[config.mk]
export PLATFORM = sky130hd
export DESIGN_NAME = cmp_conv_power_ctrl
export DESIGN_NICKNAME = d
export VERILOG_FILES = /design/src/design/cmp_pkg.sv /design/src/design/cmp_conv_power_ctrl.sv
export SDC_FILE = /design/constraint.sdc
export NUM_CORES = 1
export LEC_CHECK = 0
export BUFFER_PORTS_ARGS = -buffer_cell sky130_fd_sc_hd__buf_2
export CORE_MARGIN = 5
export CORE_UTILIZATION = 40
export DETAILED_ROUTE_END_ITERATION = 8
export PLACE_DENSITY = 0.62
export SLEW_MARGIN = 20
export SYNTH_ARGS = -nofsm -noshare
export SYNTH_HDL_FRONTEND = slang
export SYNTH_SLANG_ARGS = --single-unit
[constraint.sdc]
create_clock -name pclk -period 3.73 [get_ports pclk]
set_input_delay 0.373 -clock pclk [delete_from_list [all_inputs] [get_ports pclk]]
set_output_delay 0.373 -clock pclk [all_outputs]
set_load 0.03 [all_outputs]
[src/design/cmp_pkg.sv]
// shared constants and types of the converter and power-down control
package cmp_pkg;

  // register byte offsets
  localparam logic [7:0] ADDR_CTRL   = 8'h00;
  localparam logic [7:0] ADDR_ALERT  = 8'h04;
  localparam logic [7:0] ADDR_PDTMR  = 8'h08;
  localparam logic [7:0] ADDR_STATUS = 8'h0c;
  localparam logic [7:0] ADDR_START  = 8'h10;
  localparam logic [7:0] ADDR_RES    = 8'h40;
  localparam int         NUM_RES     = 13;

  // control field positions
  localparam int CTRL_CONV_LSB = 14;
  localparam int CTRL_RB_LSB   = 12;
  localparam int CTRL_AVG_LSB  = 9;
  localparam int CTRL_SWPD     = 8;
  localparam int CTRL_ACQ_LSB  = 5;
  localparam int CTRL_TERM     = 3;

  // values after reset
  localparam logic [15:0] CTRL_RST  = 16'h0000;
  localparam logic [7:0]  ALERT_RST = 8'h00;
  localparam logic [4:0]  PDTMR_RST = 5'h00;
  localparam logic [2:0]  SYNC_RST  = 3'h3;

  // timing
  localparam int    CLK_MHZ      = 200;
  localparam int    PD_LOW_US    = 150;
  localparam int    PD_HIGH_US   = 5;
  localparam int    PD_LOW_CYC   = PD_LOW_US * CLK_MHZ;
  localparam int    PD_HIGH_CYC  = PD_HIGH_US * CLK_MHZ;
  localparam int    TICK_S       = 75;
  localparam int    CTRL_CLK_HZ  = 6250000;
  localparam longint TICK_EDGES  = longint'(TICK_S) * CTRL_CLK_HZ;

  // channel indices of the result store
  localparam logic [3:0] CH_V6   = 4'h5;
  localparam logic [3:0] CH_T1   = 4'h6;
  localparam logic [3:0] CH_T6   = 4'hb;
  localparam logic [3:0] CH_SELF = 4'hc;
  localparam logic [3:0] CH_NONE = 4'hf;

  // conversion-select codes
  localparam logic [1:0] CONV_ALL  = 2'h0;
  localparam logic [1:0] CONV_ODD  = 2'h1;
  localparam logic [1:0] CONV_VOLT = 2'h2;
  localparam logic [1:0] CONV_SELF = 2'h3;

  typedef enum logic [1:0] {SQ_IDLE, SQ_ISSUE, SQ_WAIT} cmp_seq_state_t;

  typedef struct packed {
    logic       start;
    logic [3:0] channel;
    logic [1:0] acq;
  } cmp_adc_req_t;

endpackage

[src/design/cmp_conv_power_ctrl.sv]
// converter sequencer, averaging and power-down control with apb registers
// Function
// - avg field selects 1, 2, 4 or 8 conversions per input, default 1.
// - averaged result stored per channel and read back like single result.
// - all repetitions on one channel finish before the next channel.
// - all six voltage channels converted in every mode but self-test, and always readable.
// - conversion field selects six, odd three, or no thermistor inputs.
// - separate readback field sets how many results are supplied.
// - alert config low bits drop thermistor inputs 5 and 3 from faults.
// - power-down pin low about 150 us before full power-down.
// - full power-down left after pin high about 5 us.
// - software bit powers down most circuitry; regulator and chain stay.
// - delay timer 0 to 38.75 minutes in 75 second steps.
// - request starts the timer, expiry powers down; timer resets to zero.
// - conversion codes 00 all, 01 odd thermistors, 10 volts, 11 self-test.
// - acquisition field 400 ns to 1.6 us, default 400 ns.
// - zero timer gives immediate power-down and balance outputs off.
`timescale 1ns/1ps
module cmp_conv_power_ctrl #(
  parameter int     PD_LOW_CYCLES = cmp_pkg::PD_LOW_CYC,
  parameter longint TICK_EDGES    = cmp_pkg::TICK_EDGES
) (
  input  wire logic                  pclk,
  input  wire logic                  presetn,
  input  wire logic [7:0]            paddr,
  input  wire logic                  psel,
  input  wire logic                  penable,
  input  wire logic                  pwrite,
  input  wire logic [31:0]           pwdata,
  output logic [31:0]                prdata,
  output logic                       pready,
  output logic                       pslverr,
  input  wire logic                  power_down_n_pin,
  input  wire logic                  convert_start_n_pin,
  input  wire logic                  ctrl_clk,
  input  wire logic                  adc_done,
  input  wire logic [11:0]           adc_data,
  output cmp_pkg::cmp_adc_req_t      adc_req,
  output logic                       conv_busy,
  output logic                       thermistor_common_termination,
  output logic [5:0]                 thermistor_alert_exclude,
  output logic                       full_power_down,
  output logic                       soft_power_down,
  output logic                       balance_off
);

  function automatic logic addr_ok(input logic [7:0] a);
    addr_ok = (a[1:0] == 2'h0) &&
              ((a <= cmp_pkg::ADDR_START) ||
               ((a >= cmp_pkg::ADDR_RES) &&
                (a < cmp_pkg::ADDR_RES + 8'(4 * cmp_pkg::NUM_RES))));
  endfunction

  // results beyond the readback selection read as zero
  function automatic logic rb_ok(input logic [3:0] ch, input logic [1:0] rb);
    if (ch < cmp_pkg::CH_T1 || ch == cmp_pkg::CH_SELF)
      rb_ok = 1'b1;
    else if (rb == cmp_pkg::CONV_ALL)
      rb_ok = 1'b1;
    else if (rb == cmp_pkg::CONV_ODD)
      rb_ok = (ch[0] == 1'b0);
    else
      rb_ok = 1'b0;
  endfunction

  // channel order: voltage 6 down to 1, then thermistors
  function automatic logic [3:0] next_ch(input logic [3:0] ch,
                                         input logic [1:0] sel);
    if (ch == cmp_pkg::CH_SELF || ch >= cmp_pkg::CH_T6)
      next_ch = cmp_pkg::CH_NONE;
    else if (ch > 4'h0 && ch < cmp_pkg::CH_T1)
      next_ch = ch - 4'h1;
    else if (ch == 4'h0)
      next_ch = (sel == cmp_pkg::CONV_VOLT) ? cmp_pkg::CH_NONE
                                            : cmp_pkg::CH_T1;
    else if (sel == cmp_pkg::CONV_ODD)
      next_ch = (ch >= 4'ha) ? cmp_pkg::CH_NONE : ch + 4'h2;
    else
      next_ch = ch + 4'h1;
  endfunction

  // pin synchronisers: bit 0 power-down, 1 convert start, 2 control clock
  logic [2:0] sync1, sync2, sync3;
  logic [2:0] next_sync1, next_sync2, next_sync3;

  always_comb begin
    next_sync1 = {ctrl_clk, convert_start_n_pin, power_down_n_pin};
    next_sync2 = sync1;
    next_sync3 = sync2;
  end

  always_ff @(posedge pclk or negedge presetn) begin
    if (!presetn) begin
      sync1 <= cmp_pkg::SYNC_RST;
      sync2 <= cmp_pkg::SYNC_RST;
      sync3 <= cmp_pkg::SYNC_RST;
    end else begin
      sync1 <= next_sync1;
      sync2 <= next_sync2;
      sync3 <= next_sync3;
    end
  end

  logic convert_start_n_pin_fall, ctrl_rise;
  assign convert_start_n_pin_fall = sync3[1] & ~sync2[1];
  assign ctrl_rise  = sync2[2] & ~sync3[2];

  // power-down pin glitch filter
  logic        pd_low_f, next_pd_low_f;
  logic [31:0] flt_cnt, next_flt_cnt;

  always_comb begin
    next_pd_low_f = pd_low_f;
    next_flt_cnt  = 32'h0;
    if (~sync2[0] != pd_low_f) begin
      // entry after long low, exit after short high
      if (flt_cnt == (pd_low_f ? 32'(cmp_pkg::PD_HIGH_CYC - 1)
                               : 32'(PD_LOW_CYCLES - 1)))
        next_pd_low_f = ~pd_low_f;
      else
        next_flt_cnt = flt_cnt + 32'h1;
    end
  end

  always_ff @(posedge pclk or negedge presetn) begin
    if (!presetn) begin
      pd_low_f <= 1'b0;
      flt_cnt  <= 32'h0;
    end else begin
      pd_low_f <= next_pd_low_f;
      flt_cnt  <= next_flt_cnt;
    end
  end

  logic hw_req, hw_rel;
  assign hw_req = next_pd_low_f & ~pd_low_f;
  assign hw_rel = pd_low_f & ~next_pd_low_f;

  // apb register file
  logic [15:0] ctrl, next_ctrl;
  logic [7:0]  alert, next_alert;
  logic [4:0]  pdtmr, next_pdtmr;
  logic [31:0] rdata, next_rdata;
  logic        start_wr, next_start_wr;
  logic        sw_req;
  logic [11:0] res [cmp_pkg::NUM_RES];
  logic        wr_en, rd_setup;
  logic [3:0]  rd_ch;
  logic        pwr_pend, next_pwr_pend;

  assign wr_en    = psel & penable & pwrite & addr_ok(paddr);
  assign rd_setup = psel & ~penable & ~pwrite;
  assign rd_ch    = 4'((paddr - cmp_pkg::ADDR_RES) >> 2);
  assign sw_req   = next_ctrl[cmp_pkg::CTRL_SWPD] &
                    ~ctrl[cmp_pkg::CTRL_SWPD];

  always_comb begin
    next_ctrl     = ctrl;
    next_alert    = alert;
    next_pdtmr    = pdtmr;
    next_rdata    = rdata;
    next_start_wr = 1'b0;
    if (wr_en) begin
      case (paddr)
        cmp_pkg::ADDR_CTRL:  next_ctrl = pwdata[15:0];
        cmp_pkg::ADDR_ALERT: next_alert = pwdata[7:0];
        cmp_pkg::ADDR_PDTMR: next_pdtmr = pwdata[4:0];
        cmp_pkg::ADDR_START: next_start_wr = pwdata[0];
        default:             next_ctrl = ctrl;
      endcase
    end
    if (rd_setup) begin
      next_rdata = 32'h0;
      if (addr_ok(paddr)) begin
        case (paddr)
          cmp_pkg::ADDR_CTRL:   next_rdata = {16'h0, ctrl};
          cmp_pkg::ADDR_ALERT:  next_rdata = {24'h0, alert};
          cmp_pkg::ADDR_PDTMR:  next_rdata = {27'h0, pdtmr};
          cmp_pkg::ADDR_STATUS: next_rdata = {27'h0, pd_low_f,
                                  pwr_pend, soft_power_down,
                                  full_power_down, conv_busy};
          cmp_pkg::ADDR_START:  next_rdata = 32'h0;
          default: begin
            // averaged result read like a single one
            if (rb_ok(rd_ch, ctrl[cmp_pkg::CTRL_RB_LSB +: 2]))
              next_rdata = {20'h0, res[rd_ch]};
          end
        endcase
      end
    end
  end

  always_ff @(posedge pclk or negedge presetn) begin
    if (!presetn) begin
      ctrl     <= cmp_pkg::CTRL_RST;
      alert    <= cmp_pkg::ALERT_RST;
      pdtmr    <= cmp_pkg::PDTMR_RST;
      rdata    <= 32'h0;
      start_wr <= 1'b0;
    end else begin
      ctrl     <= next_ctrl;
      alert    <= next_alert;
      pdtmr    <= next_pdtmr;
      rdata    <= next_rdata;
      start_wr <= next_start_wr;
    end
  end

  assign prdata  = rdata;
  assign pready  = 1'b1;
  assign pslverr = psel & penable & ~addr_ok(paddr);

  assign thermistor_common_termination = ctrl[cmp_pkg::CTRL_TERM];
  // code 01 drops input 5, code 10 drops inputs 5 and 3
  assign thermistor_alert_exclude = {1'b0, alert[1] | alert[0], 1'b0,
                                     alert[1], 2'h0};

  // power-down sequencing
  logic        pend_hw, next_pend_hw;
  logic [31:0] tick_div, next_tick_div;
  logic [4:0]  tick_cnt, next_tick_cnt;
  logic        hw_pd, next_hw_pd;
  logic        sw_pd, next_sw_pd;

  always_comb begin
    next_pwr_pend = pwr_pend;
    next_pend_hw  = pend_hw;
    next_tick_div = tick_div;
    next_tick_cnt = tick_cnt;
    next_hw_pd    = hw_pd & ~hw_rel;
    next_sw_pd    = sw_pd & ctrl[cmp_pkg::CTRL_SWPD];
    if (pwr_pend && (pend_hw ? hw_rel : ~ctrl[cmp_pkg::CTRL_SWPD]))
      next_pwr_pend = 1'b0;
    // whole ticks from control clock edges
    if (pwr_pend && ctrl_rise) begin
      if (tick_div == 32'(TICK_EDGES - 1)) begin
        next_tick_div = 32'h0;
        next_tick_cnt = tick_cnt + 5'h1;
        if (tick_cnt + 5'h1 == pdtmr) begin
          next_pwr_pend = 1'b0;
          next_hw_pd    = hw_pd | pend_hw;
          next_sw_pd    = sw_pd | ~pend_hw;
        end
      end else begin
        next_tick_div = tick_div + 32'h1;
      end
    end
    if (hw_req || sw_req) begin
      if (pdtmr == cmp_pkg::PDTMR_RST) begin
        next_pwr_pend = 1'b0;
        next_hw_pd    = next_hw_pd | hw_req;
        next_sw_pd    = next_sw_pd | sw_req;
      end else begin
        next_pwr_pend = 1'b1;
        next_pend_hw  = hw_req;
        next_tick_div = 32'h0;
        next_tick_cnt = 5'h0;
      end
    end
  end

  always_ff @(posedge pclk or negedge presetn) begin
    if (!presetn) begin
      pwr_pend <= 1'b0;
      pend_hw  <= 1'b0;
      tick_div <= 32'h0;
      tick_cnt <= 5'h0;
      hw_pd    <= 1'b0;
      sw_pd    <= 1'b0;
    end else begin
      pwr_pend <= next_pwr_pend;
      pend_hw  <= next_pend_hw;
      tick_div <= next_tick_div;
      tick_cnt <= next_tick_cnt;
      hw_pd    <= next_hw_pd;
      sw_pd    <= next_sw_pd;
    end
  end

  // full power-down; soft keeps regulator, reference and chain
  assign full_power_down = hw_pd;
  assign soft_power_down = sw_pd & ~hw_pd;
  assign balance_off     = hw_pd | sw_pd;

  // conversion sequencer
  cmp_pkg::cmp_seq_state_t state, next_state;
  logic [3:0]            chan, next_chan;
  logic [2:0]            rep, next_rep;
  logic [14:0]           acc, next_acc;
  cmp_pkg::cmp_adc_req_t req, next_req;
  logic [11:0]           next_res [cmp_pkg::NUM_RES];
  logic [1:0]            conv_sel, avg_sel;
  logic [14:0]           sum;

  assign conv_sel = ctrl[cmp_pkg::CTRL_CONV_LSB +: 2];
  assign avg_sel  = ctrl[cmp_pkg::CTRL_AVG_LSB +: 2];
  assign sum      = acc + {3'h0, adc_data};

  always_comb begin
    next_state = state;
    next_chan  = chan;
    next_rep   = rep;
    next_acc   = acc;
    next_req   = req;
    next_res   = res;
    next_req.start = 1'b0;
    case (state)
      cmp_pkg::SQ_IDLE: begin
        if (convert_start_n_pin_fall || start_wr) begin
          // self-test code converts the self-test channel only
          next_chan  = (conv_sel == cmp_pkg::CONV_SELF) ? cmp_pkg::CH_SELF
                                                        : cmp_pkg::CH_V6;
          next_rep   = 3'h0;
          next_acc   = 15'h0;
          next_state = cmp_pkg::SQ_ISSUE;
        end
      end
      cmp_pkg::SQ_ISSUE: begin
        next_req.start   = 1'b1;
        next_req.channel = chan;
        // acquisition code passed to the converter
        next_req.acq     = ctrl[cmp_pkg::CTRL_ACQ_LSB +: 2];
        next_state       = cmp_pkg::SQ_WAIT;
      end
      cmp_pkg::SQ_WAIT: begin
        if (adc_done) begin
          next_state = cmp_pkg::SQ_ISSUE;
          // repeat on this channel before moving on
          if (rep == 3'((4'h1 << avg_sel) - 4'h1)) begin
            next_res[chan] = 12'(sum >> avg_sel);
            next_acc  = 15'h0;
            next_rep  = 3'h0;
            next_chan = next_ch(chan, conv_sel);
            if (next_chan == cmp_pkg::CH_NONE)
              next_state = cmp_pkg::SQ_IDLE;
          end else begin
            next_acc = sum;
            next_rep = rep + 3'h1;
          end
        end
      end
      default: next_state = cmp_pkg::SQ_IDLE;
    endcase
    if (hw_pd || sw_pd)
      next_state = cmp_pkg::SQ_IDLE;
  end

  always_ff @(posedge pclk or negedge presetn) begin
    if (!presetn) begin
      state <= cmp_pkg::SQ_IDLE;
      chan  <= 4'h0;
      rep   <= 3'h0;
      acc   <= 15'h0;
      req   <= '0;
      for (int i = 0; i < cmp_pkg::NUM_RES; i++)
        res[i] <= 12'h000;
    end else begin
      state <= next_state;
      chan  <= next_chan;
      rep   <= next_rep;
      acc   <= next_acc;
      req   <= next_req;
      res   <= next_res;
    end
  end

  assign adc_req   = req;
  assign conv_busy = (state != cmp_pkg::SQ_IDLE);

endmodule // cmp_conv_power_ctrl

==> metrics.txt, run 1 <==
synth unique cells 75; top post-synthesis cells by area dfrtp_1 50%, nand2_1 6.3%, mux4_2 5.9%; via count around 12000; crit path kind reg2reg; row count between 70 and 80; Post-synth ARST share 100.0%; static leakage between 7 and 8 nW; Worst Path Arrival between 3 and 4 ns; total power draw 7.389 mW; synth-to-layout area growth 13.73%; Clock Sinks ~320; die area 43140 µm²; Mapped Area ~16000 µm²; peak supply drop a little over 0.0003 V; RR Endpoint res[58]; reg-to-reg startpoint acc[0]; r2r setup slk 0.58 ns; # DRC 0; Rel. slew slack 40.53%; pwr dens 415.6 nW/µm²; adder-cell share of the synthesized area 2.129%; Worst Hold Class in2reg; vias in the first global route about 12000; post-DR wirelength/cell between 15 and 20 µm; multi-input logic area ~7200 µm²; initial drt markers between 900 and 1000; layout cells sized above 1 around 16%; DIE WIDTH approximately 210 µm; status completed; Final Hold Violating Endpoints 0; Hold Path Sink ctrl[12]; Pins Over Slew Limit 0; main combinational cell family by area after synthesis simple AND/OR/NAND/NOR gates; # fillers about 3600; Req. time, crit path around 4.1 ns; nets@finish roughly 1700; Setup Viol. Count Final 0; xor/xnor share of the synthesized area between 4 and 5%; clk slew on worst S/H paths 0.06 ns; largest area contributor in the netlist dfrtp_1; Core ar. a little under 40000 µm²; vias per std cell about 5.3; Post-DP Area between 15000 and 20000 µm²; setup TNS 0 ns; simple-gate share of the synthesized area about 17%; Final Wtd Congestion approximately 0.8; TritonCTS clock tree yes; Final ANT Viol Nets 0; Core Util, Final between 40% and 50%; HP Start pwdata[12]; Post-synth EDFFs 0; initial antenna violation count 2; sequential cell area slightly below 8000 µm²; Global Route Usage Sum between 15 and 20%; post-CTS setup repair buffer count 0; insertion delay to the later sink of the worst-skew pair 0.53 ns; max frequency approximately 320 MHz; crit start category register; final worst setup slack 0.5796 ns; Max Root-Sink Buffers 3; DP Worst Slack 0.4971 ns; Finished Layout Cells 2180; number of I/O port buffers between 70 and 80; skew final 0.01476 ns; first-pass GRT wire length approximately 64000 µm; mux share of post-synthesis cell area 9.084%; WL final between 30000 and 40000 µm; top cell type's share of synthesized area roughly half; residual overflow from global routing 0; largest net degree at the start of global routing between 100 and 150; post-route cell area roughly 18000 µm²; CTS buffer count 36; sequential area share after synthesis around 50%; Yosys warning total 0; RSZ-0062 raised after global routing false; crit path time final ~3.2 ns; CTS Root Cell clkbuf_16; placed cells 2112; H-tree depth 2; Critical Path End Type register; Most used DFF post-synth dfrtp_1; post-synthesis compound-gate area fraction 12.80%; Die H approximately 210 µm; Worst Reg-to-Reg Cells 9; hold path depth 2; Final HPWL DP 26490 µm; drt first pass iters 5; Final period util 84.46%; Cells after Synth 1571; max cap viols 0; Hold WS a little under 0.08 ns; CP max FO 13; Starting Density between 40% and 50%; Synth Area per Inst about 10 µm²; Yosys reg bits 315; Worst Max-Slew Pin Slew 0.8921 ns; num ports 113
## layout by cell type (no fill, tap or decap), types with 32 or more instances in the layout
master,count
dfrtp_1,310
nand2_1,264
o21ai_0,166
nor2_1,121
buf_2,73
a21oi_1,55
nand3_1,51
xor2_1,49
mux4_2,41
buf_4,39
mux2_2,37
clkbuf_16,37
nor2b_1,35
xnor2_1,32
## routing by layer
| metal | vias up | wire [µm] | global-route usage, % |
|---|---|---|---|
| met5 | - | 14 | 0 |
| met4 | 2 | 975 | 5.028 |
| met3 | 64 | 2092 | 3.355 |
| met2 | 278 | 17470 | 27.96 |
| met1 | 5642 | 18170 | 25.80 |
| li1 | 5611 | - | - |
## worst max-delay path by stage
stage / start / to / slack [ns] / depth (start not counted)
2_1_floorplan: adc_data[0] / res[130] / 0.99 / 10
3_3_place_gp: adc_data[0] / res[58] / 0.54 / 10
3_5_place_dp: adc_data[0] / res[106] / 0.50 / 10
4_1_cts: acc[0] / res[58] / 0.60 / 9
5_1_grt: acc[0] / res[58] / 0.41 / 9
6_report: acc[0] / res[58] / 0.58 / 9
## flip-flops by register name (all words and copies together), names as in the netlist, 4 cells and up
name,cells
prdata,16
flt_cnt,32
tick_div,32
adc_req,7
acc,15
alert,8
pdtmr,5
tick_cnt,5
ctrl,16
res,156
chan,4
## cell type report
cell class                 count  area share [%]
multi-input combinational   1147           40.74
clock inverter                11          0.6615
antenna                        1         0.01407
sequential                   315           44.37
tap                          518           3.645
inverter                      17          0.3589
timing repair buffer         119           4.236
clock buffer                  52           5.975
## critical path: stages, from the launching register on
cell      delay (ns)
dfrtp_1         0.38
ha_1            0.22
fa_1            0.44
a211oi_1        0.31
o211ai_1        0.25
a31oi_1         0.35
xnor2_1         0.24
nor2_1          0.07
a311o_1         0.48
o31ai_1         0.30
## synthesized netlist by cell type (3+ instances only)
master and number:
dfrtp_1 310, nand2_1 264, o21ai_0 166, nor2_1 121, clkbuf_1 77, a21oi_1 55
nand3_1 51, xor2_1 49, mux4_2 41, mux2_2 37, nor2b_1 35, xnor2_1 32
nand4_1 28, ha_1 25, o31ai_1 25, buf_4 24, nor3_1 21, a211oi_1 19
o21ai_1 18, and3_1 15, inv_1 15, a22oi_1 14, and2_1 12, nand2b_1 9
mux2i_1 8, buf_1 6, nor4_1 6, o211ai_1 6, a21o_1 5, dfstp_2 5
o22ai_1 4, or2_2 4, or4_1 4, a211o_1 3, buf_2 3, or3_1 3
## power by group
group | leakage (nW) | internal [mW] | total (mW) | switching (mW)
sequential | 4.29 | 3.44 | 3.45 | 0.0144
clock | 0.579 | 2.12 | 3.54 | 1.42
combinational | 3.05 | 0.110 | 0.400 | 0.290
## logic make-up (layout without fill, tap and decap cells)
kind of cell    count (synthesis)  in the layout
compound gates                342            342
flops                         315            315
other cells                     2             22
buf+inv                       128            199
simple gates                  591            591
fa+ha+maj                      26             26
mux                            86             86
xor+xnor                       81             81
## timing repair
action,4_1_cts,5_1_grt
resized for setup,0,0
hold buffers,4,0
hold endpoints to repair,106,0
Power figures use the tool's default switching activity.
==> inputs of run 2 (changes only) <==
--- a/config.mk
+++ b/config.mk
@@ -9,7 +9,7 @@
 export CORE_MARGIN = 5
 export CORE_UTILIZATION = 40
 export DETAILED_ROUTE_END_ITERATION = 8
-export PLACE_DENSITY = 0.62
+export PLACE_DENSITY = 0.64
 export SLEW_MARGIN = 20
 export SYNTH_ARGS = -nofsm -noshare
 export SYNTH_HDL_FRONTEND = slang
==> constraint.sdc (replaced) <==
create_clock -name pclk -period 2.76 [get_ports pclk]
set_input_delay 0.276 -clock pclk [delete_from_list [all_inputs] [get_ports pclk]]
set_output_delay 0.276 -clock pclk [all_outputs]
set_load 0.03 [all_outputs]
==> run 2 against run 1 <==
  * Count of clock-buffer cells in the layout rose by 1
  * First-iteration DRC count fell by 1.8%
  * Worst hold slack lost 0.059 ns
  * Critical path type unchanged
  * Wire length grew 3.9%
  * Largest cell class unchanged
==> metrics.txt, run 2 (same netlist as run 1, synthesis figures left out) <==
Core ar. 38650 µm² (unchanged); Global Route Usage Sum 18.21% (+0.29 points); Post-DP Area 16860 µm² (+1.8%); Finished Layout Cells 2221 (+1.9%); # DRC 0 (unchanged); synth-to-layout area growth 17.34%; TritonCTS clock tree yes; DP Worst Slack -0.1026 ns (-0.5996 ns); Pins Over Slew Limit 0 (unchanged); die area 43140 µm² (unchanged); max frequency 369.9 MHz (+17%); post-DR wirelength/cell 18.12 µm (+2.0%); Worst Path Arrival 3.12 ns (-0.44 ns); largest net degree at the start of global routing 95 (-16%); via count 12030 (+3.7%); crit path time final 2.703 ns (-0.4469 ns); Clock Sinks 315 (unchanged); max reg flops 156 (unchanged); registers with the most flip-flops res x156, flt_cnt x32, tick_div x32; most frequent cells in the layout 309 x dfrtp_1, 264 x nand2_1, 148 x o21ai_0; Final period util 97.95% (+13 points); Final ANT Viol Nets 0 (unchanged); Req. time, crit path 3.17 ns (-0.97 ns); initial drt markers 885 (-1.8%); CP max FO 13 (unchanged); row count 72 (unchanged); nets@finish 1764 (+2.4%); DIE WIDTH 207.7 µm (unchanged); # fillers 3511 (-2.6%); crit path kind reg2reg; clk slew on worst S/H paths 0.06 ns (about the same); max cap viols 0 (unchanged); WL final 40250 µm (+3.9%); Final Wtd Congestion 0.8572 (+9.1%); Critical Path End Type register; Worst Max-Slew Pin Slew 0.6719 ns (-0.2201 ns); number of I/O port buffers 75 (unchanged); Rel. slew slack 54.86% (+14 points); CTS buffer count 34 (-5.6%); Die H 207.7 µm (unchanged); vias per std cell 5.417 (+1.8%); num ports 113 (unchanged); Setup Viol. Count Final 0 (unchanged); CTS Root Cell clkbuf_16; residual overflow from global routing 0 (unchanged); setup TNS 0 ns (unchanged); Worst Hold Class in2reg; final worst setup slack 0.05651 ns (-0.5231 ns); RSZ-0062 raised after global routing true; status completed; layout cells sized above 1 19.22% (+3.1 points); static leakage 8.198 nW (+3.4%); Starting Density 40.45% (unchanged); initial antenna violation count 3 (+1); sequential cell area 7890 µm² (about the same); Final HPWL DP 26120 µm (-1.4%); peak supply drop 0.0003111 V (+1.8%); pwr dens 540.0 nW/µm² (+30%); post-route cell area 18350 µm² (+3.2%); multi-input logic area 7441 µm² (+2.7%); most common cell after layout, fill and taps aside dfrtp_1; Max Root-Sink Buffers 3 (unchanged); crit start category register; first-pass GRT wire length 64940 µm (+1.6%); H-tree depth 2 (unchanged); skew final 0.01090 ns (-0.003857 ns); insertion delay to the later sink of the worst-skew pair 0.52 ns (about the same); Core Util, Final 47.47% (+1.5 points); Final Hold Violating Endpoints 0 (unchanged); vias in the first global route 11810 (+1.4%); placed cells 2142 (+1.4%); drt first pass iters 5 (unchanged); largest register by flop count res
## run 2: changes by cell type in the layout (fill, tap and decap cells not counted), sizes merged
| cell | delta |
|---|---|
| a211o | +2 |
| buf | +34 |
| inv | -1 |
| clkbuf | +1 |
| diode | +1 |
| clkinvlp | -1 |
| bufinv | +1 |
| clkinv | -3 |
| dlygate4sd3 | +7 |
## run 2: path summary, 6_finish.rpt
kind / startpoint / to / slack [ns] / cells after the start
max: acc[0] / res[82] / 0.06 / 10
min in group asynchronous: presetn / res[120] / 0.29 / 2
max reg2reg: acc[0] / res[82] / 0.06 / 10
max in group asynchronous: presetn / ctrl[6] / 1.57 / 3
min reg2reg: next_sync2[1] / next_sync3[1] / 0.36 / 0
min: pwdata[12] / ctrl[12] / 0.02 / 2
## run 2: layout make-up
class | count | share of cell area (%)
antenna | 2 | 0.02728
clock buffer | 53 | 5.579
clock inverter | 7 | 0.6343
inverter | 17 | 0.3478
multi-input combinational | 1149 | 40.56
sequential | 315 | 43.01
tap | 518 | 3.533
timing repair buffer | 160 | 6.309
## run 2: per-layer routing
metal	vias up	GRT usage, %	part of all wire, %
met2	329	28.82	46
met4	2	4.870	2.2
met3	60	3.431	5.7
li1	5688	-	-
met1	5952	25.96	46
met5	-	0	0.020
## run 2: worst max-delay path, cell delays in order (launching register included)
cell and delay, ns:
dfrtp_1 0.40, ha_4 0.18, fa_2 0.35, a211oi_2 0.23, o211ai_1 0.18, a31oi_2 0.31
xnor2_2 0.18, nor2_1 0.06, a311o_1 0.30, buf_6 0.18, o31ai_2 0.24
## run 2: stage by stage
step                      hold slack, ns  total power, mW
after floorplan                 -0.01959            5.054
after global placement            0.2404            5.307
after detailed placement          0.2445            5.313
after CTS                       0.001038            9.994
after global routing            0.002865            10.26
final                            0.02017            9.906
## run 2: what timing repair did
action,4_1_cts,5_1_grt
gates cloned,1,1
endpoints found under the setup margin,39,81
pin swaps,5,14
hold buffers,11,0
resized for setup,11,44
buffers inserted,1,3
endpoints found under the hold margin,69,0
## run 2: power by group
group / total [mW] / switching [mW] / internal [mW]
registers: 4.66 / 0.0163 / 4.65
logic: 0.586 / 0.407 / 0.179
clock network: 4.66 / 1.83 / 2.83
total: 9.91 / 2.25 / 7.66
==> inputs of run 3 (changes only) <==
--- a/config.mk
+++ b/config.mk
@@ -6,6 +6,7 @@
 export NUM_CORES = 1
 export LEC_CHECK = 0
 export BUFFER_PORTS_ARGS = -buffer_cell sky130_fd_sc_hd__buf_2
+export CORE_ASPECT_RATIO = 2
 export CORE_MARGIN = 5
 export CORE_UTILIZATION = 40
 export DETAILED_ROUTE_END_ITERATION = 8
==> run 3 against run 2 <==
  * Global-route usage grew 1.1 points
  * Setup slack got worse by 0.056 ns
  * Combinational power increased by 7.5%
  * Clock skew is 0.0066 ns higher
  * Sequential power about the same
  * Non-clock buffer count is 28 higher
  * First-iteration DRC count fell by 27%
  * Sequential cell count stayed put
  * Worst hold slack gained 0.11 ns
  * Highest routed layer is now met4
  * Wire length increased by 5.6%
  * Sequential share of layout area down 0.37 points
==> metrics.txt, run 3 (same netlist as run 1, synthesis figures left out) <==
Global Route Usage Sum 19.31% (+1.1 points); # DRC 0 (unchanged); crit path time final 2.759 ns (+0.05590 ns); Req. time, crit path 3.24 ns (+0.07 ns); RSZ-0062 raised after global routing true; largest stage delay on the critical path 0.49 ns (+0.09 ns); die area 43380 µm² (+0.56%); post-DR wirelength/cell 18.95 µm (+4.5%); Final Hold Violating Endpoints 0 (unchanged); hold path depth 2 (unchanged); Max Root-Sink Buffers 3 (unchanged); DIE WIDTH 149.8 µm (-28%); Die H 289.6 µm (+39%); WL final 42500 µm (+5.6%); post-route cell area 18500 µm² (+0.86%); Worst Reg-to-Reg Cells 9 (-1); sequential cell area 7889 µm² (about the same); Rel. slew slack 50.07% (-4.8 points); CTS buffer count 29 (-15%); clk slew on worst S/H paths 0.07 ns (about the same); slowest CP cell a311o_2; nets@finish 1789 (+1.4%); largest register by flop count res; Hold WS 0.1284 ns (+0.1082 ns); Clock Sinks 315 (unchanged); most common cell after layout, fill and taps aside dfrtp_1; # fillers 3573 (+1.8%); Cell Chain, Critical Path ha_2 > fa_2 > a211oi_2 > o211ai_1 > a21boi_1 > xnor2_1 > nor3_1 > a311o_2 > o31ai_2; number of I/O port buffers 75 (unchanged); max cap viols 0 (unchanged); max frequency 362.4 MHz (-2.0%); vias in the first global route 12300 (+4.1%); Antenna Cells 0 (-2); CTS Root Cell clkbuf_16; Starting Density 40.43% (about the same); DP Worst Slack -0.1729 ns (-0.07029 ns); setup TNS 0 ns (unchanged); vias per std cell 5.439 (+0.40%); Core ar. 38670 µm² (about the same); insertion delay to the later sink of the worst-skew pair 0.58 ns (+0.06 ns); synth-to-layout area growth 18.35%; peak supply drop 0.0005733 V (+84%); TritonCTS clock tree yes; crit start category register; Worst Path Arrival 3.24 ns (+0.12 ns); Post-DP Area 17010 µm² (+0.92%); crit path kind reg2reg; registers with the most flip-flops res x156, flt_cnt x32, tick_div x32; multi-input logic area 7486 µm² (+0.61%); Core Util, Final 47.85% (+0.38 points); Worst Hold Class in2reg; Final HPWL DP 30010 µm (+15%); most frequent cells in the layout 310 x dfrtp_1, 264 x nand2_1, 134 x o21ai_0; num ports 113 (unchanged); Critical Path End Type register; largest net degree at the start of global routing 85 (-11%); initial drt markers 642 (-27%); Final ANT Viol Nets 0 (unchanged); via count 12200 (+1.4%); final worst setup slack 0.0006075 ns (-0.05590 ns); skew final 0.01748 ns (+0.006572 ns); pwr dens 517.4 nW/µm² (-4.2%); Setup Viol. Count Final 0 (unchanged); row count 102 (+42%); drt first pass iters 7 (+2); Final Wtd Congestion 0.8791 (+2.6%); Final period util 99.98% (+2.0 points); Pins Over Slew Limit 0 (unchanged); first-pass GRT wire length 65990 µm (+1.6%); Worst Max-Slew Pin Slew 0.7461 ns (+0.07419 ns); H-tree depth 1 (-1); status completed; residual overflow from global routing 0 (unchanged); static leakage 8.277 nW (+0.97%); max reg flops 156 (unchanged); CP max FO 7 (-6); layout cells sized above 1 20.02% (+0.80 points); initial antenna violation count 0 (-3)
run 3: cell types whose count changed in the layout (fill, tap and decap cells not counted), moves of 3 or more:
cell and delta:
dlygate4sd3_1 +9, o21ai_1 +18, clkbuf_8 -3, buf_4 +18
o21ai_2 -4, clkbuf_16 -6, o21ai_0 -14, clkbuf_1 -4
run 3: path summary, 6_finish.rpt:
check                               from            end  slack (ns)
min reg2reg                next_sync2[2]  next_sync3[2]        0.35
max in group asynchronous        presetn   tick_div[27]        1.55
min in group asynchronous        presetn        res[45]        0.26
max reg2reg                       acc[0]       res[118]      0.0006
max                               acc[0]       res[118]      0.0006
min                             adc_done        chan[2]        0.13
run 3: layout make-up:
type,instances,share of cell area [%]
sequential,315,42.64
multi-input combinational,1151,40.46
timing repair buffer,188,7.628
clock buffer,40,4.416
tap,520,3.516
clock inverter,12,1.001
inverter,17,0.3449
run 3: what timing repair did:
item                       4_1_cts  5_1_grt
setup endpoints to repair       40      102
hold endpoints to repair       100        0
resized for setup                9       64
hold buffers                    20        0
pin swaps                        6       22
setup buffers                    1        4
cloned                           2        2
run 3: metrics by stage:
step,cells,power (mW)
2_1_floorplan,1590,5.054
3_3_place_gp,2162,5.335
3_5_place_dp,2162,5.341
4_1_cts,2237,9.655
5_1_grt,2243,9.881
6_report,2243,9.573
run 3: report_power, final:
| group | switching (mW) | internal (mW) | total, mW | leakage (nW) |
|---|---|---|---|---|
| Combinational | 0.427 | 0.204 | 0.630 | 3.49 |
| Sequential | 0.0161 | 4.64 | 4.66 | 4.29 |
| Clock | 1.83 | 2.46 | 4.28 | 0.491 |
| Total | 2.27 | 7.30 | 9.57 | 8.28 |
run 3: metal layers:
metal / track usage, % / part of all wire, % / vias to the layer above
met1: 20.77 / 36 / 6019
met3: 1.654 / 3.3 / 113
met2: 35.75 / 53 / 318
met4: 12.57 / 7.4 / 0
met5: 0 / 0 / -
li1: - / - / 5749
run 3: worst max-delay path, delay by kind of cell, from the launching register on:
family	cells	cell delay, ns
AO/OA/AOI/OAI	5	1.41
adder cells (fa/ha/maj)	2	0.56
flip-flops	1	0.38
XOR/XNOR	1	0.18
AND/OR/NAND/NOR	1	0.12
